`config.mk`:
```
export PLATFORM = sky130hd
export DESIGN_NAME = wdc_device_flat
export DESIGN_NICKNAME = d
export VERILOG_FILES = /design/src/wdc_pkg.sv /design/src/wdc_if.sv /design/src/wdc_prescale.sv /design/src/wdc_device.sv /design/src/flat_wrapper.sv
export SDC_FILE = /design/constraint.sdc
export NUM_CORES = 1
export LEC_CHECK = 0
export BUFFER_PORTS_ARGS = -buffer_cell sky130_fd_sc_hd__buf_2
export CAP_MARGIN = 25
export CORE_MARGIN = 3
export CORE_UTILIZATION = 50
export CTS_CLUSTER_SIZE = 28
export DETAILED_ROUTE_END_ITERATION = 6
export PLACE_DENSITY = 0.71
export SYNTH_ARGS = -nofsm -noshare
export SYNTH_HDL_FRONTEND = slang
export SYNTH_HIERARCHICAL = 1
export SYNTH_SLANG_ARGS = --single-unit
export TNS_END_PERCENT = 20
```
`constraint.sdc`:
```
create_clock -name CLOCK -period 7.4 [get_ports CLOCK]
set_input_delay 0.74 -clock CLOCK [delete_from_list [all_inputs] [get_ports CLOCK]]
set_output_delay 0.74 -clock CLOCK [all_outputs]
set_load 0.1 [all_outputs]
```
`src/wdc_pkg.sv`:
```
// package of constants and types shared by both ends of the watchdog link
// assumes one clock domain and the plain register port described in the ends
`default_nettype none
package wdc_pkg;
    // ==========================================================
    // device register map, byte addresses
    localparam logic [7:0]  OFS_LOAD         = 8'h00;
    localparam logic [7:0]  OFS_COUNT        = 8'h04;
    localparam logic [7:0]  OFS_CONTROL      = 8'h08;
    localparam logic [7:0]  OFS_ACCESS       = 8'hf0;
    localparam logic [31:0] COUNT_RESET      = 32'h0000_7a12;
    localparam logic [31:0] CONTROL_RESET    = 32'h0000_805c;
    localparam logic [31:0] LOAD_RESET       = 32'h0000_0000;
    // ==========================================================
    // control field positions, and the unlocked bit of the access register
    localparam int          BIT_DBG_HALT     = 15;
    localparam int          BIT_FLAG         = 8;
    localparam int          BIT_IRQ_EN       = 7;
    localparam int          BIT_RST_EN       = 6;
    localparam int          BIT_CNT_EN       = 4;
    localparam int          BIT_CLK_SEL      = 3;
    localparam int          PRS_MSB          = 2;
    localparam int          BIT_UNLOCKED     = 16;
    // ==========================================================
    // access keys and timing
    localparam logic [15:0] KEY_UNLOCK       = 16'ha55a;
    localparam logic [15:0] KEY_RELOAD       = 16'h555a;
    localparam logic [2:0]  XFER_TICKS       = 3'h5;
    // ==========================================================
    // controller register map, byte addresses
    localparam logic [7:0]  HOFS_CFG         = 8'h00;
    localparam logic [7:0]  HOFS_DEV_ADDR    = 8'h04;
    localparam logic [7:0]  HOFS_DEV_WDATA   = 8'h08;
    localparam logic [7:0]  HOFS_DEV_CMD     = 8'h0c;
    localparam logic [7:0]  HOFS_DEV_RDATA   = 8'h10;
    localparam logic [7:0]  HOFS_STATUS      = 8'h14;
    localparam logic [7:0]  HOFS_EXT_DIV     = 8'h18;
    localparam logic [7:0]  EXT_DIV_RESET    = 8'h04;
    // ==========================================================
    // controller sequencer states
    typedef enum logic [2:0] {
        HS_IDLE, HS_KEY, HS_ACCESS, HS_RDWAIT, HS_RELOCK
    } wdc_hstate_t;
endpackage : wdc_pkg
`default_nettype wire

```
`src/wdc_if.sv`:
```
// link between the watchdog device and its controlling party
// assumes both ends share one clock; the bench joins them
`default_nettype none
interface wdc_if;
    logic [7:0]  addr;
    logic [31:0] wdata;
    logic        wr;
    logic        rd;
    logic [31:0] rdata;
    logic        wdt_reset;
    logic        wdt_irq;
    logic        core_halted;
    logic        sys_rst_src_en;
    logic        ext_clk;
    modport dev (input addr, wdata, wr, rd, core_halted, sys_rst_src_en, ext_clk,
                 output rdata, wdt_reset, wdt_irq);
    modport ctl (output addr, wdata, wr, rd, core_halted, sys_rst_src_en, ext_clk,
                 input rdata, wdt_reset, wdt_irq);
endinterface : wdc_if
`default_nettype wire

```
`src/wdc_prescale.sv`:
```
// counter clock prescaler: divides a source enable by 1,4,8..256
// assumes src_tick is a one-cycle enable on the same clock
`default_nettype none
module wdc_prescale (
    input  wire logic       clk,
    input  wire logic       rst,
    input  wire logic       src_tick,
    input  wire logic [2:0] code,
    output logic            tick
);
    import wdc_pkg::*;
    typedef struct packed {
        logic [7:0] cnt;
        logic       tick;
    } wdc_prs_t;
    wdc_prs_t   st_reg;
    wdc_prs_t   st_next;
    logic [7:0] limit;
    // ==========================================================
    // code to divider
    assign limit = (code == 3'h0) ? 8'h00 : (8'hff >> (3'h7 - code));
    always_comb begin
        st_next      = st_reg;
        st_next.tick = 1'b0;
        if (src_tick) begin
            if (st_reg.cnt >= limit) begin
                st_next.cnt  = 8'h00;
                st_next.tick = 1'b1;
            end else begin
                st_next.cnt = st_reg.cnt + 8'h01;
            end
        end
    end
    always_ff @(posedge clk) begin
        if (rst) begin
            st_reg <= '0;
        end else begin
            st_reg <= st_next;
        end
    end
    assign tick = st_reg.tick;
endmodule : wdc_prescale
`default_nettype wire

```
`src/wdc_device.sv`:
```
// watchdog down-counter device end
// assumes registers are reached over the link and the party
// keeps the unlock sequence; external clock arrives asynchronously
`default_nettype none
// Function
// - enable starts decrement per prescaled tick
// - software reloads promptly after enabling counter
// - load applies only while enabled, nonzero
// - reload replaces running count with load, except in a cycle where a tick decrements it
// - reset needs own and system enable
// - reset asserted on count 1 to 0
// - interrupt and flag on 1 to 0
// - flag held until nonzero load write or control write with flag bit clear
// - debug halt bit freezes count when halted
// - halt bit clear keeps counting in debug
// - interrupt mode auto reloads after underflow
// - load transfer takes five counter ticks
// - irq and count lag two cycles max
// - select bit picks peripheral or external clock
// - three bit prescaler, down to 1/256
// - timeout is load ticks
// - unlock key written before settings change
// - prescaler codes map 1,4,8..256
// - other key relocks, reload key reloads
module wdc_device (
    // clock and reset
    input  wire logic CLOCK,
    input  wire logic RST,
    // link
    wdc_if.dev        BUS,
    // status
    output logic      UNDERFLOW,
    output logic      UNLOCKED
);
    import wdc_pkg::*;
    typedef struct packed {
        logic [31:0] count;
        logic [31:0] load;
        logic        dbg_halt;
        logic        flag;
        logic        irq_en;
        logic        rst_en;
        logic        cnt_en;
        logic        clk_sel;
        logic [2:0]  prs;
        logic        unlocked;
        logic        pend;
        logic [2:0]  xfer;
        logic [31:0] rdata;
        logic        rst_out;
        logic        irq_out;
        logic [2:0]  ext_sync;
        logic        ext_level;
    } wdc_dev_t;
    wdc_dev_t    st_reg;
    wdc_dev_t    st_next;
    logic        tick;
    logic        ext_rise;
    logic        run;
    logic        xfer_now;
    logic        uf;
    logic [31:0] ctl_view;
    // ==========================================================
    // external clock edge after three-stage sampling
    assign ext_rise = (st_reg.ext_sync[1] == st_reg.ext_sync[2])
                      && (st_reg.ext_sync[2] != st_reg.ext_level) && st_reg.ext_sync[2];
    // ==========================================================
    // counter clock
    wdc_prescale u_prs (
        .clk      (CLOCK),
        .rst      (RST),
        .src_tick (st_reg.clk_sel ? ext_rise : 1'b1),
        .code     (st_reg.prs),
        .tick     (tick)
    );
    // freeze in debug halt; otherwise keep running
    assign run      = st_reg.cnt_en && !(st_reg.dbg_halt && BUS.core_halted);
    // fifth tick moves load into count
    assign xfer_now = st_reg.pend && st_reg.cnt_en && tick && (st_reg.xfer == XFER_TICKS - 3'h1);
    // event on 1 to 0; none while disabled
    assign uf       = run && tick && !xfer_now && (st_reg.count == 32'h0000_0001);
    always_comb begin
        ctl_view                = '0;
        ctl_view[BIT_DBG_HALT]  = st_reg.dbg_halt;
        ctl_view[BIT_FLAG]      = st_reg.flag;
        ctl_view[BIT_IRQ_EN]    = st_reg.irq_en;
        ctl_view[BIT_RST_EN]    = st_reg.rst_en;
        ctl_view[BIT_CNT_EN]    = st_reg.cnt_en;
        ctl_view[BIT_CLK_SEL]   = st_reg.clk_sel;
        ctl_view[PRS_MSB:0]     = st_reg.prs;
    end
    // ==========================================================
    // next state
    always_comb begin
        st_next           = st_reg;
        st_next.ext_sync  = {st_reg.ext_sync[1:0], BUS.ext_clk};
        if (st_reg.ext_sync[1] == st_reg.ext_sync[2]) begin
            st_next.ext_level = st_reg.ext_sync[2];
        end
        st_next.rst_out   = 1'b0;
        st_next.rdata     = '0;
        // register writes
        if (BUS.wr) begin
            case (BUS.addr)
                OFS_ACCESS: begin
                    st_next.unlocked = (BUS.wdata[15:0] == KEY_UNLOCK);
                    if ((BUS.wdata[15:0] == KEY_RELOAD) && st_reg.cnt_en && (st_reg.load != 32'h0)) begin
                        st_next.count = st_reg.load;
                        st_next.pend  = 1'b0;
                    end
                end
                OFS_LOAD: begin
                    if (st_reg.unlocked) begin
                        st_next.load = BUS.wdata;
                        if (BUS.wdata != 32'h0) begin
                            st_next.pend = 1'b1;
                            st_next.xfer = 3'h0;
                            st_next.flag = 1'b0;
                        end
                    end
                end
                OFS_CONTROL: begin
                    if (st_reg.unlocked) begin
                        st_next.dbg_halt = BUS.wdata[BIT_DBG_HALT];
                        st_next.irq_en   = BUS.wdata[BIT_IRQ_EN];
                        st_next.rst_en   = BUS.wdata[BIT_RST_EN];
                        st_next.cnt_en   = BUS.wdata[BIT_CNT_EN];
                        st_next.clk_sel  = BUS.wdata[BIT_CLK_SEL];
                        st_next.prs      = BUS.wdata[PRS_MSB:0];
                        // flag may be cleared here but never set
                        st_next.flag     = st_reg.flag & BUS.wdata[BIT_FLAG];
                    end
                end
                default: begin
                end
            endcase
        end
        // pending load waits for enable, counted in ticks
        if (st_reg.pend && st_reg.cnt_en && tick && !xfer_now) begin
            st_next.xfer = st_reg.xfer + 3'h1;
        end
        if (xfer_now && !(BUS.wr && BUS.addr == OFS_LOAD)) begin
            st_next.count = st_reg.load;
            st_next.pend  = 1'b0;
        end else if (run && tick && (st_reg.count != 32'h0) && !xfer_now) begin
            // decrement; load ticks to flag
            st_next.count = st_reg.count - 32'h1;
        end
        if (uf) begin
            st_next.flag = 1'b1;
            if (st_reg.irq_en && !st_reg.rst_en) begin
                st_next.count = st_reg.load;
            end
            st_next.rst_out = st_reg.rst_en && BUS.sys_rst_src_en;
        end
        st_next.irq_out = st_next.flag && st_next.irq_en;
        if (BUS.rd) begin
            case (BUS.addr)
                OFS_COUNT:   st_next.rdata = st_reg.count;
                OFS_CONTROL: st_next.rdata = ctl_view;
                OFS_ACCESS:  st_next.rdata = {15'h0000, st_reg.unlocked, 16'h0000};
                default:     st_next.rdata = '0;
            endcase
        end
    end
    // ==========================================================
    // state register
    always_ff @(posedge CLOCK) begin
        if (RST) begin
            st_reg          <= '0;
            st_reg.count    <= COUNT_RESET;
            st_reg.load     <= LOAD_RESET;
            st_reg.dbg_halt <= CONTROL_RESET[BIT_DBG_HALT];
            st_reg.irq_en   <= CONTROL_RESET[BIT_IRQ_EN];
            st_reg.rst_en   <= CONTROL_RESET[BIT_RST_EN];
            st_reg.cnt_en   <= CONTROL_RESET[BIT_CNT_EN];
            st_reg.clk_sel  <= CONTROL_RESET[BIT_CLK_SEL];
            st_reg.prs      <= CONTROL_RESET[PRS_MSB:0];
        end else begin
            st_reg <= st_next;
        end
    end
    assign BUS.rdata     = st_reg.rdata;
    assign BUS.wdt_reset = st_reg.rst_out;
    assign BUS.wdt_irq   = st_reg.irq_out;
    assign UNDERFLOW     = st_reg.flag;
    assign UNLOCKED      = st_reg.unlocked;
endmodule : wdc_device
`default_nettype wire

```
`src/flat_wrapper.sv`:
```
// flat-port wrapper written by rule: the top's interface ports become plain ports
module wdc_device_flat import wdc_pkg::*;
  (CLOCK, RST, UNDERFLOW, UNLOCKED, BUS_addr, BUS_wdata, BUS_wr, BUS_rd, BUS_core_halted, BUS_sys_rst_src_en, BUS_ext_clk, BUS_rdata, BUS_wdt_reset, BUS_wdt_irq);
  wdc_if BUS_i ();
  input  wire logic CLOCK;
  input  wire logic RST;
  output logic UNDERFLOW;
  output logic UNLOCKED;
  input wire logic [$bits(BUS_i.addr)-1:0] BUS_addr;
  input wire logic [$bits(BUS_i.wdata)-1:0] BUS_wdata;
  input wire logic [$bits(BUS_i.wr)-1:0] BUS_wr;
  input wire logic [$bits(BUS_i.rd)-1:0] BUS_rd;
  input wire logic [$bits(BUS_i.core_halted)-1:0] BUS_core_halted;
  input wire logic [$bits(BUS_i.sys_rst_src_en)-1:0] BUS_sys_rst_src_en;
  input wire logic [$bits(BUS_i.ext_clk)-1:0] BUS_ext_clk;
  output wire logic [$bits(BUS_i.rdata)-1:0] BUS_rdata;
  output wire logic [$bits(BUS_i.wdt_reset)-1:0] BUS_wdt_reset;
  output wire logic [$bits(BUS_i.wdt_irq)-1:0] BUS_wdt_irq;
  assign BUS_i.addr = BUS_addr;
  assign BUS_i.wdata = BUS_wdata;
  assign BUS_i.wr = BUS_wr;
  assign BUS_i.rd = BUS_rd;
  assign BUS_i.core_halted = BUS_core_halted;
  assign BUS_i.sys_rst_src_en = BUS_sys_rst_src_en;
  assign BUS_i.ext_clk = BUS_ext_clk;
  assign BUS_rdata = BUS_i.rdata;
  assign BUS_wdt_reset = BUS_i.wdt_reset;
  assign BUS_wdt_irq = BUS_i.wdt_irq;
  wdc_device u_core (.CLOCK(CLOCK), .RST(RST), .BUS(BUS_i), .UNDERFLOW(UNDERFLOW), .UNLOCKED(UNLOCKED));
endmodule
```
==> results.toml, run 1 <==
[setup_path]
crit_type = "in -> reg"
crit_path_start_kind = "primary input"
required_ps = 7700
end_kind = "flop"
arrival_ps = 3650
cpPeakStageDelay_ps = 710
cp_max_fo = 21
path_cells = "buf_2 -> or4_1 -> nor3_2 -> a21oi_1 -> a31oi_2 -> and2_1 -> buf_16 -> nor2_1 -> a311oi_1"
crit_slowest_cell = "a31oi_2"

[grt]
grt_pass1_wl_um = 24840
grt_max_degree = 78
antenna_found_initial = 0
overflow = 0
first_global_vias = 4780
grt.total_usage_pct = 23.58

[synthesis]
syn_area_per_cell_um2 = 8.938
synth_edf_count = 0
synth-main-ff-cell = "dfxtp_1"
yosysSeqAreaShare_pct = 41.48
synth_largest_area_cell = "dfxtp_1"
netlist_instances = 675
synth-seq-cells = 125
synthArstFlopShare_pct = 0
yosysTopAreaCellShare_pct = 41.48
synth.distinct_cells = 64
syn-cell-area_mm2 = 0.006033
ys_warn_count = 6
synth_area_leaders = "dfxtp_1, mux2i_1, nor2_1"
syn_nets = 736

[routing]
drtIter0Drc = 511
wirelength_um = 15660
wl_per_cell_um = 17.94
avgViaCountPerCell = 5.973
drt_pre_antenna_iters = 5
num_vias = 5214
ant_nets = 0
drc_errors = 0

[cts]
ctsResizeCount = 0
clk_path_buf_depth = 2
postCtsSetupBuffers = 0
cts_buffers = 17
insertion_delay_ps = 410
cts.reportedPaths.clkPinSlew_ps = 50
cts_tree = "done"
h-tree-depth = 4
cts_hold_buf = 0
clock-sinks = 125
root_buffer = "clkbuf_16"

[pwr]
peakVddDrop_uv = 125.7
leakagePower_uw = 0.003014
p_int_uw = 1242
p_per_area_mw_per_mm2 = 226.1
p_switching_uw = 315.5
sw_frac_of_total_pct = 20.26
seqPwrFrac_pct = 43.3
pwr-share-comb_pct = 2.4
clock_power_share_pct = 54.3

[sta]
setup-tns-final_ps = 0
period_share_pct = 45.25
hold_violations = 0
setup_slack_ps = 4051
worst_pin_slew_ps = 967.4
finalCriticalPeriod_ps = 3349
setup_viol = 0
fmax_mhz = 298.6
maxSlewHeadroom_pct = 34.91
rsz0062_at_grt = "false"
fin_skew_ps = 4.839
maxSlewViolCount = 0

[floorplan]
die_area_mm2 = 0.01342
start_util_pct = 51.95
io_pins = 83
die_w_um = 115.8
rows = 39
core_mm2 = 0.01161
die_h_um = 115.8

[final_layout]
layout_common_cells = "dfxtp_1, buf_2, nor2_1, nand2_1, mux2i_1"
nFillCells = 1005
synthToLayoutAreaGrowth_pct = 14.12
stdcell_count = 873
diodes = 0
fin_nets = 778
largest_register_ffs = 70
final_common_cell = "dfxtp_1"
drive_above_1_share_pct = 20.82

[placed_design]
post-place-cells = 840
dp_hpwl_um = 11240
port_buffers = 82
gp_congestion = 0.9331
preCtsSetupSlack_ps = 3304

[run_status]
status = "complete, no violations"

[min_path]
hp-class = "reg -> reg"

[run]
drv_cap = 0
-- layout make-up --
type / count / area (um^2) / share of cell area (%)
clock inverters: 10 / 137.6 / 1.999
flip-flops and latches: 125 / 2502 / 36.34
clock buffers: 22 / 474.2 / 6.887
inverters: 11 / 41.29 / 0.5997
repair buffers: 86 / 473.0 / 6.869
well taps: 143 / 178.9 / 2.599
multi-input cells: 476 / 3078 / 44.70
-- worst paths after layout --
| path | cells past startpoint | start | slack, ps | endpoint |
|---|---|---|---|---|
| worst min-delay path | 1 | u_core/st_next[2] | 450 | u_core/st_next[3] |
| worst max-delay path | 9 | BUS_addr[1] | 4050 | u_core/st_reg[90] |
| worst min register to register | 1 | u_core/st_next[2] | 450 | u_core/st_next[3] |
| worst max register to register | 8 | u_core/st_reg[106] | 4190 | u_core/st_reg[90] |
-- metal layers --
layer	track usage, %	share of wire [%]	vias to the layer above
met5	0	0	-
met4	9.822	2.5	0
met3	4.386	8.7	32
met2	34.06	43	282
met1	34.50	46	2418
li1	-	-	2482
-- per-stage QoR --
stage                     utilization [%]  power [uW]  area [um^2]  hold slack [ps]
after detailed placement            53.78       725.3         6246            439.6
after floorplan                         -       703.4         6033            413.8
after CTS                           59.05        1564         6858            453.8
after global placement              53.61       724.4         6226            417.8
after global routing                59.29        1600         6885            472.7
final                               59.29        1557         6885            449.5
-- synthesized netlist by cell type, types with 10 or more instances --
master / instances
a22oi_1: 14
a21oi_1: 25
nor4_1: 26
clkbuf_1: 18
and2_1: 23
nor3_1: 31
nor2_1: 80
ha_1: 14
dfxtp_1: 125
mux2i_1: 35
nand2_1: 47
nor3_2: 10
xnor2_1: 10
buf_4: 32
o21ai_0: 23
inv_1: 11
nand4_1: 13
nand3_1: 17
-- power groups by stage --
stage / sequential (uW) / clock (uW) / combinational [uW]
final: 675 / 846 / 36.9
after global routing: 674 / 886 / 39.8
after CTS: 674 / 853 / 36.5
after detailed placement: 689 / 0 / 36.4
after global placement: 689 / 0 / 35.5
after floorplan: 689 / 0 / 14.6
-- critical path, delay by kind of cell --
| family | cells | cell delay (ps) |
|---|---|---|
| simple gates | 4 | 1390 |
| buf+inv | 2 | 330 |
| compound gates | 3 | 1180 |
-- kinds of logic (layout without fill, tap and decap cells) --
| family | count (synthesis) | after routing | share of synthesized area [%] |
|---|---|---|---|
| muxes | 36 | 36 | 5.993 |
| buffers and inverters | 74 | 129 | 7.590 |
| adders and majority gates | 14 | 14 | 2.903 |
| and+or+nand+nor | 305 | 305 | 27.73 |
| DFF | 125 | 125 | 41.48 |
| AOI/OAI and AO/OA | 104 | 104 | 11.84 |
| xor gates and xnor gates | 17 | 17 | 2.468 |
Note: power is estimated with default switching activity, not from simulation.
==> inputs of run 2 (changes only) <==
Clock period 7.4 ns to 3.39 ns, I/O delays scaled along.
==> run 2 against run 1 <==
  * Clock skew is 0.57 ps higher
  * Final area shrank 0.24%
  * Cell count rose by 0.34%
  * Via count decreased by 0.29%
  * Combinational power up 120%
  * Sequential power increased by 120%
  * Clock power is 120% higher
  * Flip-flop and latch count did not move
  * Wire length rose by 0.34%
  * Worst setup slack worse by 3500 ps
  * First-iteration DRC count down 35%
  * Critical path type is now reg -> reg
  * Critical endpoint unchanged
==> results.toml, run 2 (same netlist as run 1, synthesis figures left out) <==
[setup_path]
r2r_slack_ps = 500
crit_type = "reg -> reg"
crit_path_start_kind = "flop"
cpPeakStageDelay_ps = 510
reg2reg_from = "u_core/st_reg[72]"
path_cells = "nor4_1 -> nand4_1 -> o2111ai_1 -> o21bai_2 -> and2_1 -> buf_4 -> nor2_1 -> a311oi_1"
end_kind = "flop"
path_buf_inv = 1
cp_max_fo = 16
cp_top_family = "simple AND/OR/NAND/NOR gates"
required_ps = 3710
worstRegToRegCells = 8
arrival_ps = 3200
crit_slowest_cell = "o2111ai_1"
reg2reg_to = "u_core/st_reg[90]"

[grt]
grt_max_degree = 77
grt.total_usage_pct = 24.26
overflow = 0
first_global_vias = 4921
grt_pass1_wl_um = 25140
antenna_found_initial = 0

[min_path]
whs_path_depth = 2
hp-start = "BUS_ext_clk"
holdPathEnd = "u_core/st_next[2]"
hp-class = "in -> reg"

[final_layout]
seqCellArea_mm2 = 0.002502
drive_above_1_share_pct = 21.28
fin_nets = 782
diodes = 0
fin_util_pct = 59.15
multi_input_area_mm2 = 0.003078
final_common_cell = "dfxtp_1"
largest_register_ffs = 70
synthToLayoutAreaGrowth_pct = 13.85
layout_common_cells = "dfxtp_1, buf_2, nor2_1, nand2_1, mux2i_1"
nFillCells = 1036

[pwr]
leakagePower_uw = 0.003022
peakVddDrop_uv = 286.4
p_per_area_mw_per_mm2 = 491.3
p_total_uw = 3375

[cts]
root_buffer = "clkbuf_16"
postCtsSetupBuffers = 0
cts.reportedPaths.clkPinSlew_ps = 60
insertion_delay_ps = 420
ctsResizeCount = 0
h-tree-depth = 4
cts_buffers = 17
clock-sinks = 125
clk_path_buf_depth = 2
cts_tree = "done"
cts_hold_buf = 0

[floorplan]
die_w_um = 115.8
io_pins = 83
start_util_pct = 51.95
rows = 39
core_mm2 = 0.01161
die_h_um = 115.8
die_area_mm2 = 0.01342

[sta]
fmax_mhz = 346.6
period_share_pct = 85.12
maxSlewViolCount = 0
setup_viol = 0
fin_skew_ps = 5.404
maxSlewHeadroom_pct = 40.58
hold_violations = 0
setup-tns-final_ps = 0
worst_pin_slew_ps = 891.2
rsz0062_at_grt = "false"
finalCriticalPeriod_ps = 2886

[routing]
wirelength_um = 15710
ant_nets = 0
drc_errors = 0
num_vias = 5199
drtIter0Drc = 334
wl_per_cell_um = 17.94
drt_pre_antenna_iters = 5
avgViaCountPerCell = 5.935

[run_status]
status = "complete, no violations"

[placed_design]
port_buffers = 82
dp_hpwl_um = 11530
gp_congestion = 0.9424

[run]
drv_cap = 0
## run 2: cell types whose count changed in the layout (fill, tap and decap cells not counted)
cell / delta
buf_4: +6
clkinv_2: +2
clkinvlp_4: -2
buf_12: -1
buf_16: -1
clkbuf_1: -1
clkbuf_8: -1
inv_6: +1
## run 2: cell type report
cell class | instances | share of cell area [%]
Multi-Input combinational cell | 476 | 44.81
Sequential cell | 125 | 36.43
Timing Repair Buffer | 90 | 6.849
Clock buffer | 20 | 6.648
Tap cell | 143 | 2.605
Clock inverter | 11 | 2.058
Inverter | 11 | 0.6011
## run 2: how the worst max path moves through the flow
stage / startpoint / endpoint / slack, ps / depth (start not counted)
after floorplan: BUS_wdata[2] / u_core/st_reg[96] / 1000 / 9
after global placement: BUS_wdata[2] / u_core/st_reg[91] / 510 / 9
after detailed placement: BUS_wdata[2] / u_core/st_reg[91] / 390 / 9
after CTS: u_core/st_reg[72] / u_core/st_reg[90] / 510 / 8
after global routing: u_core/st_reg[73] / u_core/st_reg[90] / 250 / 8
final: u_core/st_reg[72] / u_core/st_reg[90] / 500 / 8
## run 2: routing by layer
layer / share of wire [%] / global-route usage, % / vias up / routed length [um]
li1: - / - / 2507 / -
met1: 46 / 33.37 / 2448 / 7179
met2: 44 / 35.94 / 219 / 6916
met3: 8.6 / 7.676 / 25 / 1344
met4: 1.7 / 8.585 / 0 / 272
met5: 0 / 0 / - / 0
## run 2: stage by stage
step | std cells | worst slack (ps) | hold WS [ps] | cell area (um^2)
after floorplan | 675 | 995.1 | 413.8 | 6033
after global placement | 845 | 514.2 | 432.9 | 6271
after detailed placement | 845 | 386.8 | 424.7 | 6271
after CTS | 876 | 508.9 | 144.9 | 6869
after global routing | 876 | 251.7 | 158.2 | 6869
final | 876 | 504.5 | 159.0 | 6869
## run 2: power by group
group,internal [uW],switching (uW)
Sequential,1470,0.813
Clock,1190,637
Combinational,27.9,51.8
Total,2680,690
